`src/logic/ebr_map.vh`:
```
`ifndef EBR_MAP_VH
`define EBR_MAP_VH
// Power-on initialization interval, in microseconds
`define EBR_INIT_US 100
// Clock rate in MHz
`define EBR_CLK_MHZ 40
// Cycles of the initialization interval
`define EBR_INIT_CYC (`EBR_INIT_US * `EBR_CLK_MHZ)
// Bits per byte before the acknowledge slot
`define EBR_BYTE_BITS 4'h8
// Protocol states
`define EBR_ST_STANDBY 3'h0
`define EBR_ST_ADDR 3'h1
`define EBR_ST_ADDR_ACK 3'h2
`define EBR_ST_WRITE 3'h3
`define EBR_ST_WRITE_ACK 3'h4
`define EBR_ST_READ 3'h5
`define EBR_ST_READ_ACK 3'h6
`define EBR_ST_IGNORE 3'h7
`endif

```
`src/logic/ebr_sync.v`:
```
`timescale 1ns/1ps
// Two-stage synchroniser with registered edge detect on the second stage
module ebr_sync (
	// Clock and reset
	input wire clk,
	input wire rstn,
	// Asynchronous pin level
	input wire pin_in,
	// Synchronised level and edges
	output reg level_reg,
	output wire rise,
	output wire fall
);
	reg meta_reg;
	reg prev_reg;

	// Sync chain, idle high like a pulled-up bus line
	always @(posedge clk) begin
		if (!rstn) begin
			meta_reg <= 1'b1;
			level_reg <= 1'b1;
			prev_reg <= 1'b1;
		end else begin
			meta_reg <= pin_in;
			level_reg <= meta_reg;
			prev_reg <= level_reg;
		end
	end

	assign rise = level_reg & ~prev_reg;
	assign fall = ~level_reg & prev_reg;
endmodule

```
`src/logic/ebr_core.v`:
```
`timescale 1ns/1ps
`include "ebr_map.vh"

module ebr_core #(
	parameter INIT_CYCLES = `EBR_INIT_CYC,
	parameter [6:0] DEV_ADDR = 7'h50,
	parameter [7:0] READ_BYTE = 8'hA5
) (
	// Clock and power-on-clear reset
	input wire clk,
	input wire rstn,
	// Bus pins
	input wire scl_in,
	input wire sda_in,
	output reg sda_out,
	output reg sda_oe,
	// Status
	output reg init_done,
	output reg standby,
	output reg wr_commit,
	output reg [7:0] wr_data
);
	wire scl_lvl;
	wire scl_rise;
	wire scl_fall;
	wire sda_lvl;
	wire sda_rise;
	wire sda_fall;
	wire start_det;
	wire stop_det;
	reg [31:0] init_cnt_reg;
	reg [2:0] state_reg;
	reg [2:0] state_next;
	reg [3:0] bit_cnt_reg;
	reg [3:0] bit_cnt_next;
	reg [7:0] shift_reg;
	reg [7:0] shift_next;
	reg drive_low_reg;
	reg drive_low_next;
	reg got_data_reg;
	reg got_data_next;
	reg commit_next;
	// Last complete data byte, safe from the stop's own clock pulse
	reg [7:0] hold_reg;
	reg [7:0] hold_next;

	ebr_sync u_scl (
		.clk(clk),
		.rstn(rstn),
		.pin_in(scl_in),
		.level_reg(scl_lvl),
		.rise(scl_rise),
		.fall(scl_fall)
	);

	ebr_sync u_sda (
		.clk(clk),
		.rstn(rstn),
		.pin_in(sda_in),
		.level_reg(sda_lvl),
		.rise(sda_rise),
		.fall(sda_fall)
	);

	// conditions seen in any state once init_done is set
	// Sampled only while our own drive is off, so own edges are never misread
	assign start_det = sda_fall & scl_lvl & ~drive_low_reg;
	assign stop_det = sda_rise & scl_lvl & ~drive_low_reg;

	// interval counter holds the bus off
	always @(posedge clk) begin
		if (!rstn) begin
			init_cnt_reg <= 32'h0;
			init_done <= 1'b0;
		end else if (!init_done) begin
			init_cnt_reg <= init_cnt_reg + 32'h1;
			if (init_cnt_reg >= INIT_CYCLES - 1)
				init_done <= 1'b1;
		end
	end

	// Protocol next state
	always @* begin
		state_next = state_reg;
		bit_cnt_next = bit_cnt_reg;
		shift_next = shift_reg;
		drive_low_next = drive_low_reg;
		got_data_next = got_data_reg;
		commit_next = 1'b0;
		hold_next = hold_reg;
		if (!init_done) begin
			state_next = `EBR_ST_STANDBY;
			drive_low_next = 1'b0;
		end else if (start_det) begin
			state_next = `EBR_ST_ADDR;
			bit_cnt_next = 4'h0;
			got_data_next = 1'b0;
			drive_low_next = 1'b0;
		end else if (stop_det) begin
			// stop after data commits a write
			commit_next = got_data_reg;
			state_next = `EBR_ST_STANDBY;
			bit_cnt_next = 4'h0;
			got_data_next = 1'b0;
			drive_low_next = 1'b0;
		end else begin
			// state only moves with clock edges
			case (state_reg)
				`EBR_ST_ADDR, `EBR_ST_WRITE: begin
					if (scl_rise) begin
						shift_next = {shift_reg[6:0], sda_lvl};
						bit_cnt_next = bit_cnt_reg + 4'h1;
					end else if (scl_fall && bit_cnt_reg == `EBR_BYTE_BITS) begin
						bit_cnt_next = 4'h0;
						if (state_reg == `EBR_ST_WRITE) begin
							got_data_next = 1'b1;
							hold_next = shift_reg;
							state_next = `EBR_ST_WRITE_ACK;
							drive_low_next = 1'b1;
						end else if (shift_reg[7:1] == DEV_ADDR) begin
							state_next = `EBR_ST_ADDR_ACK;
							drive_low_next = 1'b1;
						end else begin
							state_next = `EBR_ST_IGNORE;
						end
					end
				end
				`EBR_ST_ADDR_ACK, `EBR_ST_WRITE_ACK: begin
					// acknowledge held low until falling edge
					if (scl_fall) begin
						if (state_reg == `EBR_ST_ADDR_ACK && shift_reg[0]) begin
							state_next = `EBR_ST_READ;
							shift_next = READ_BYTE;
							drive_low_next = ~READ_BYTE[7];
						end else begin
							state_next = `EBR_ST_WRITE;
							drive_low_next = 1'b0;
						end
					end
				end
				`EBR_ST_READ: begin
					if (scl_fall) begin
						bit_cnt_next = bit_cnt_reg + 4'h1;
						shift_next = {shift_reg[6:0], 1'b1};
						if (bit_cnt_reg == `EBR_BYTE_BITS - 4'h1) begin
							state_next = `EBR_ST_READ_ACK;
							drive_low_next = 1'b0;
						end else begin
							drive_low_next = ~shift_reg[6];
						end
					end
				end
				`EBR_ST_READ_ACK: begin
					// master high at acknowledge ends output
					if (scl_rise) begin
						got_data_next = ~sda_lvl;
					end else if (scl_fall) begin
						bit_cnt_next = 4'h0;
						if (got_data_reg) begin
							state_next = `EBR_ST_READ;
							shift_next = READ_BYTE;
							drive_low_next = ~READ_BYTE[7];
						end else begin
							state_next = `EBR_ST_IGNORE;
						end
						got_data_next = 1'b0;
					end
				end
				`EBR_ST_IGNORE: begin
					drive_low_next = 1'b0;
				end
				default: begin
					state_next = `EBR_ST_STANDBY;
				end
			endcase
		end
	end

	// standby after init and on reset
	always @(posedge clk) begin
		if (!rstn) begin
			state_reg <= `EBR_ST_STANDBY;
			bit_cnt_reg <= 4'h0;
			shift_reg <= 8'h00;
			drive_low_reg <= 1'b0;
			got_data_reg <= 1'b0;
			hold_reg <= 8'h00;
		end else begin
			state_reg <= state_next;
			bit_cnt_reg <= bit_cnt_next;
			shift_reg <= shift_next;
			drive_low_reg <= drive_low_next;
			got_data_reg <= got_data_next;
			hold_reg <= hold_next;
		end
	end

	always @(posedge clk) begin
		if (!rstn) begin
			sda_out <= 1'b0;
			sda_oe <= 1'b0;
			standby <= 1'b1;
			wr_commit <= 1'b0;
			wr_data <= 8'h00;
		end else begin
			sda_out <= 1'b0;
			sda_oe <= drive_low_next;
			standby <= (state_next == `EBR_ST_STANDBY);
			wr_commit <= commit_next;
			if (commit_next)
				wr_data <= hold_reg; // Stop's SCL rise has shifted shift_reg
		end
	end
endmodule

```
`config.mk`:
```
export PLATFORM = sky130hd
export DESIGN_NAME = ebr_core
export DESIGN_NICKNAME = d
export VERILOG_FILES = /design/src/logic/ebr_sync.v /design/src/logic/ebr_core.v
export VERILOG_INCLUDE_DIRS = /design/src /design/src/logic
export SDC_FILE = /design/constraint.sdc
export NUM_CORES = 1
export LEC_CHECK = 0
export ABC_AREA = 1
export BUFFER_PORTS_ARGS = -buffer_cell sky130_fd_sc_hd__buf_2
export CAP_MARGIN = 20
export CELL_PAD_IN_SITES_DETAIL_PLACEMENT = 0
export CELL_PAD_IN_SITES_GLOBAL_PLACEMENT = 1
export CORE_MARGIN = 10
export CORE_UTILIZATION = 31
export CTS_BUF_LIST = sky130_fd_sc_hd__clkbuf_16
export CTS_CLUSTER_SIZE = 12
export DETAILED_ROUTE_END_ITERATION = 8
export PLACE_DENSITY = 0.68
export SLEW_MARGIN = 5
export SYNTH_ARGS = -nofsm -noshare
export SYNTH_HDL_FRONTEND = slang
export SYNTH_SLANG_ARGS = --single-unit
```
`constraint.sdc`:
```
create_clock -name clk -period 5.6 [get_ports clk]
set_clock_uncertainty 0.2 [all_clocks]
set_input_delay 0.28 -clock clk [delete_from_list [all_inputs] [get_ports clk]]
set_output_delay 0.28 -clock clk [all_outputs]
set_load 0.02 [all_outputs]
```
# Word level (Yosys, flattened, before mapping)
# Cells that the tools add are included.
# Widths: inputs -> output; s select.
[word_totals]
ff_bits = 74
in_bits = 4
output_inout_bits = 13
wordCells = 136
[classes]
addsub = 2
order_cmp = 1
n_eq_ne = 28
n_mux = 54
n_bitwise = 19
n_reduce_logical = 15
[ops]
columns = ["operator", "count"]
rows = [
  ["$mux 8", 7],
  ["$mux 3", 13],
  ["$add 32x1->32 const B", 1],
  ["$ge 32x12->1 const B", 1],
  ["$pmux 8 s4", 1],
  ["$mux 4", 7],
  ["$ne 4x4->1 const B", 6],
  ["$mux 1", 21],
  ["$ne 2x2->1 const B", 9],
  ["$pmux 3 s5", 1],
  ["$eq 3x3->1 const B", 4],
  ["$pmux 4 s3", 1],
  ["$reduce_and 6->1", 2],
  ["$not 1->1", 11],
  ["$reduce_and 11->1", 1],
  ["$ne 5x5->1 const B", 2],
  ["$reduce_bool 5->1", 2],
  ["$reduce_and 9->1", 1],
  ["$and 1x1->1", 8],
  ["$reduce_bool 4->1", 2],
  ["$eq 7x7->1 const B", 1],
  ["$reduce_and 7->1", 1],
  ["$eq 3x2->1 const B", 2],
  ["$pmux 1 s5", 1],
  ["11 further kinds", 13],
]

# Depth between registers and ports, before layout
[depth]
depth_word = 10
ltp_mapped = 12
mapped_depth_nobuf = 12

# By module
# A second synthesis with hierarchy kept.
[hier_totals]
hier_cells = 591
area_unflattened_um2 = 3900.0
[modules_own_cells]
columns = ["mod", "n_inst", "cells_per_inst", "area_each_um2", "seq_area_each_um2"]
rows = [
  ["ebr_core", 1, 567, 3712.3, 1361.3],
  ["ebr_sync", 2, 12, 93.8, 60.1],
]

# Worst setup path before layout
# Ideal clock, no wire load.
[synth_timing]
path_type = "reg2reg"
startpoint = "reg u_scl.level_reg"
endpoint = "reg hold_reg[7]"
setup_time_ns = 0.116
t_arrival_ns = 1.488
t_required_ns = 5.284
slack_ns = 3.796
stages_incl_launch_ff = 10
path_buffers = 0
period_less_slack_ns = 1.804
cell_sequence = "dfxtp_1 inv_1 ha_1 nand2_1 inv_1 nand3_2 nor3_4 nand2_2 o21ai_0 nor2_1"
[synth_between]
elab_chain_len = 4
word_cells_on_any_way = 12
classes_between = "bitwise: 10; reduce/logical: 2"
[synth_rtl]
columns = ["element", "line_no", "text"]
rows = [
  ["start, declared", "ebr_sync.v:10", "output reg level_reg,"],
  ["start signal, assigned", "ebr_sync.v:25", "level_reg <= meta_reg;"],
  ["$and 1x1->1, or another cell as far along", "ebr_core.v:68", "assign stop_det = sda_rise & scl_lvl & ~drive_low_reg;"],
  ["$and 1x1->1, on equally long branches", "ebr_core.v:68, ebr_core.v:67, ebr_sync.v:31", ""],
  ["$not 1->1 (no line) or $logic_and 1x1->1 (tied branches)", "--", ""],
  ["$reduce_and 7->1 (no line) *", "--", ""],
  ["end signal, assigned", "ebr_core.v:194", "hold_reg <= hold_next;"],
  ["end, declared", "ebr_core.v:44", "reg [7:0] hold_reg;"],
]
# Every way passes the cells marked *; elsewhere a longest branch is shown, timed or not.
# A chain may end at the register's enable or synchronous reset.

# Final worst setup path
[layout_timing]
startpoint = "reg init_done"
endpoint = "reg shift_reg[4]"
[layout_between]
elab_chain_len = 1
[layout_rtl]
columns = ["element", "line_no", "text"]
rows = [
  ["start, declared", "ebr_core.v:18", "output reg init_done,"],
  ["start signal, assigned", "ebr_core.v:74", "init_done <= 1'b0;"],
  ["start signal, assigned", "ebr_core.v:78", "init_done <= 1'b1;"],
  ["$reduce_and 11->1 (no line)", "--", ""],
  ["end signal, assigned", "ebr_core.v:191", "shift_reg <= shift_next;"],
  ["end, declared", "ebr_core.v:36", "reg [7:0] shift_reg;"],
]
# Every way passes these cells.

==> impl_metrics.xml <==
<?xml version="1.0" encoding="UTF-8"?>
<metrics>
  <group name="run_status">
    <metric name="status" unit="">finished clean</metric>
  </group>
  <group name="clocking">
    <metric name="root_buffer" unit="">clkbuf_16</metric>
    <metric name="cts_htree_levels" unit="">3</metric>
    <metric name="postCtsSetupBuffers" unit="">0</metric>
    <metric name="cts_num_sinks" unit="">74</metric>
    <metric name="number_of_cts_inserted_buffers" unit="">9</metric>
    <metric name="cts_buffer_depth" unit="">2</metric>
    <metric name="cts.reportedPaths.clkPinSlew" unit="ns">0.06</metric>
    <metric name="worstSkewPairLatency" unit="ns">0.34</metric>
    <metric name="cts_tree" unit="">built</metric>
  </group>
  <group name="floorplan">
    <metric name="placeableCoreArea" unit="µm²">12800</metric>
    <metric name="floorplan.die_area" unit="µm²">18200</metric>
    <metric name="die_y" unit="µm">135</metric>
    <metric name="initial_core_util" unit="">0.320</metric>
    <metric name="rows" unit="">41</metric>
    <metric name="die-width" unit="µm">135</metric>
    <metric name="num_io_pins" unit="">17</metric>
  </group>
  <group name="logic_synthesis">
    <metric name="synthDistinctLibCells" unit="">38</metric>
    <metric name="cell_count_after_synthesis" unit="">610</metric>
    <metric name="synth_enable_flop_cells" unit="">0</metric>
    <metric name="syn-cell-area" unit="µm²">4090</metric>
    <metric name="yosys_warnings" unit="">0</metric>
    <metric name="ys_ff_latch" unit="">74</metric>
    <metric name="ys_dominant_reg_cell" unit="">dfxtp_1</metric>
    <metric name="ys_seq_area_frac" unit="">0.362</metric>
    <metric name="postSynthNetCount" unit="">620</metric>
    <metric name="synthesis.area_per_instance" unit="µm²">6.71</metric>
    <metric name="asr_flop_ratio_synth" unit="">0</metric>
  </group>
  <group name="min_path">
    <metric name="worst_min_delay_path_class" unit="">reg -&gt; reg</metric>
  </group>
  <group name="detailed_routing">
    <metric name="wl_per_cell" unit="µm">12.3</metric>
    <metric name="drt-pass1-iter-count" unit="">7</metric>
    <metric name="detailroute.via_count" unit="">3683</metric>
    <metric name="drtIter0Drc" unit="">258</metric>
    <metric name="ant_nets" unit="">0</metric>
    <metric name="drc" unit="">0</metric>
    <metric name="wirelength" unit="mm">9.87</metric>
    <metric name="drt-vias-per-instance" unit="">4.60</metric>
  </group>
  <group name="timing">
    <metric name="holdWs" unit="ns">0.214</metric>
    <metric name="min_period" unit="ns">2.24</metric>
    <metric name="timing_hold_violations_final" unit="">0</metric>
    <metric name="rsz0062_at_grt" unit="">no</metric>
    <metric name="slew_violations" unit="">0</metric>
    <metric name="final-setup-viol-count" unit="">0</metric>
    <metric name="slew_worst_pin" unit="ns">0.713</metric>
    <metric name="timing.setup.tns" unit="ns">0</metric>
    <metric name="slack_of_the_critical_path" unit="ns">3.36</metric>
    <metric name="relSlewSlack" unit="">0.525</metric>
    <metric name="min_period_over_period" unit="">0.400</metric>
    <metric name="max_clock_freq" unit="MHz">446</metric>
  </group>
  <group name="global_route">
    <metric name="grt_usage" unit="">0.113</metric>
    <metric name="antenna_found_initial" unit="">0</metric>
    <metric name="maximum_number_of_pins_on_one_net_before_global_route_repair" unit="">40</metric>
    <metric name="grt_remaining_overflow" unit="">0</metric>
    <metric name="grt_pass1_vias" unit="">3491</metric>
    <metric name="grt_pass1_wl" unit="mm">16.9</metric>
  </group>
  <group name="placement">
    <metric name="portBuffers" unit="">15</metric>
    <metric name="hpwl" unit="mm">7.29</metric>
    <metric name="place_worst_setup_slack" unit="ns">3.20</metric>
    <metric name="place_inst" unit="">782</metric>
    <metric name="place.gp.congestion" unit="">0.846</metric>
  </group>
  <group name="pwr">
    <metric name="p_per_area" unit="nW/µm²">263</metric>
    <metric name="p_leak" unit="µW">0.00188</metric>
    <metric name="max-vdd-ir-drop" unit="mV">0.151</metric>
  </group>
  <group name="layout">
    <metric name="number_of_inserted_filler_cells_in_the_final_layout" unit="">1353</metric>
    <metric name="area_growth" unit="%">14.2</metric>
    <metric name="layout_cells_excl_fill" unit="">801</metric>
    <metric name="largest_register_ff_count" unit="">32</metric>
    <metric name="design.final.nets" unit="">634</metric>
    <metric name="num_antenna_cells" unit="">0</metric>
    <metric name="final_layout_size_suffix_gt1_frac" unit="">0.134</metric>
  </group>
  <group name="critical_path">
    <metric name="critical-path-max-stage-delay" unit="ns">0.77</metric>
    <metric name="worst_path_max_delay_cell" unit="">dfxtp_1</metric>
    <metric name="crit_path_cell_trace" unit="">inv_2 &gt; nor2_8 &gt; nand2_4 &gt; nor3_4 &gt; nor2_1 &gt; nor2_1</metric>
    <metric name="timing.critical_path.from_type" unit="">register</metric>
    <metric name="end_kind" unit="">register</metric>
    <metric name="path_max_fanout" unit="">18</metric>
    <metric name="timing.critical_path.arrival" unit="ns">2.31</metric>
    <metric name="timing_worst_setup_path_type" unit="">reg -&gt; reg</metric>
    <metric name="timing.critical_path.mode_cell" unit="">nor2_1</metric>
    <metric name="critPathRequiredTime" unit="ns">5.67</metric>
  </group>
  <group name="run">
    <metric name="drv.max_cap_violation_count" unit="">0</metric>
  </group>
</metrics>
report_power, final:
part / internal, µW / switching [µW] / leakage (µW)
registers: 530 / 2.99 / 0.000598
logic: 11.0 / 22.4 / 0.00112
clock network: 434 / 230 / 0.000159
total: 975 / 256 / 0.00188
placed cells by master (no fill, tap or decap), types with 5 or more instances in the layout:
cell type,count
nor3_1,12
nand2_1,154
dfxtp_1,74
a21oi_1,40
nor2_4,6
ha_1,6
o21ai_0,19
nor2_1,106
clkbuf_16,9
nor2_2,8
inv_1,58
inv_2,7
nand2_2,7
nand3_2,6
buf_2,15
xor2_1,5
nand3_1,47
nand4_1,9
synth_stat cells, types with 2 or more instances:
library cell  instances  share of area
dfxtp_1              74           0.36
buf_6                 4          0.011
ha_1                  6          0.018
nand2_2               7          0.011
nand3_1              47          0.057
inv_2                 7         0.0064
clkbuf_1              7         0.0064
buf_4                 3         0.0055
nor2_1              106          0.097
nor3_4                3          0.012
a21oi_1              40          0.049
nor2_2                8          0.012
nand4_1               9          0.014
nand3_4               2         0.0086
o21ai_1               3         0.0037
a21oi_2               2         0.0043
nor3_1               12          0.015
nand3b_1              2         0.0037
inv_1                58          0.053
xor2_1                5          0.011
nand2_1             154           0.14
or2_2                 4         0.0061
nand2_4               4          0.011
o21ai_0              19          0.023
nand3_2               6          0.015
nor2_4                6          0.017
final timing paths:
| path | slack (ns) | start | endpoint | depth (start not counted) |
|---|---|---|---|---|
| worst min register to register | 0.21 | u_sda.meta_reg | u_sda.level_reg | 1 |
| worst max-delay path | 3.36 | init_done | shift_reg[4] | 6 |
| worst max register to register | 3.36 | init_done | shift_reg[4] | 6 |
| worst min-delay path | 0.21 | u_sda.meta_reg | u_sda.level_reg | 1 |
through the flow:
stage                     utilization  total power (µW)  cell area [µm²]
after floorplan                     -               568             4090
after global placement          0.335               574             4280
after detailed placement        0.335               575             4280
after CTS                       0.364              1250             4650
after global routing            0.366              1280             4670
final                           0.366              1230             4670
cells by family (layout without fill, tap and decap cells):
family / after synthesis / in the layout / synth area share
simple gates: 373 / 373 / 0.431
buf+inv: 82 / 101 / 0.0871
flops: 74 / 74 / 0.362
compound gates: 68 / 68 / 0.0874
fa+ha+maj: 6 / 6 / 0.0183
xor+xnor: 6 / 6 / 0.0128
other cells: 1 / 1 / 0.000916
critical path: cells and delay by family (launching register included):
family	cells	cell delay (ns)
buffers and inverters	1	0.33
flip-flops	1	0.77
AND/OR/NAND/NOR	5	0.86
what timing repair did:
action	in CTS	in global routing
hold buffers	2	0
endpoints found under the hold margin	2	0
resized for setup	0	0
final cells by class:
class | count | area (µm²) | area share
Clock inverter | 7 | 118 | 0.0252
Timing Repair Buffer | 18 | 123 | 0.0262
Sequential cell | 74 | 1480 | 0.317
Tap cell | 172 | 215 | 0.0460
Inverter | 67 | 258 | 0.0551
Clock buffer | 9 | 225 | 0.0482
Multi-Input combinational cell | 454 | 2250 | 0.482
metal layers:
layer	vias to the layer above	wire (µm)	part of all wire	track usage
met3	11	346	0.035	0.0274
met1	1653	4790	0.48	0.139
met2	54	4600	0.47	0.187
li1	1965	-	-	-
met5	-	0	0	0
met4	0	141	0.014	0.0417
No activity file was read; power rests on OpenSTA's default activity.
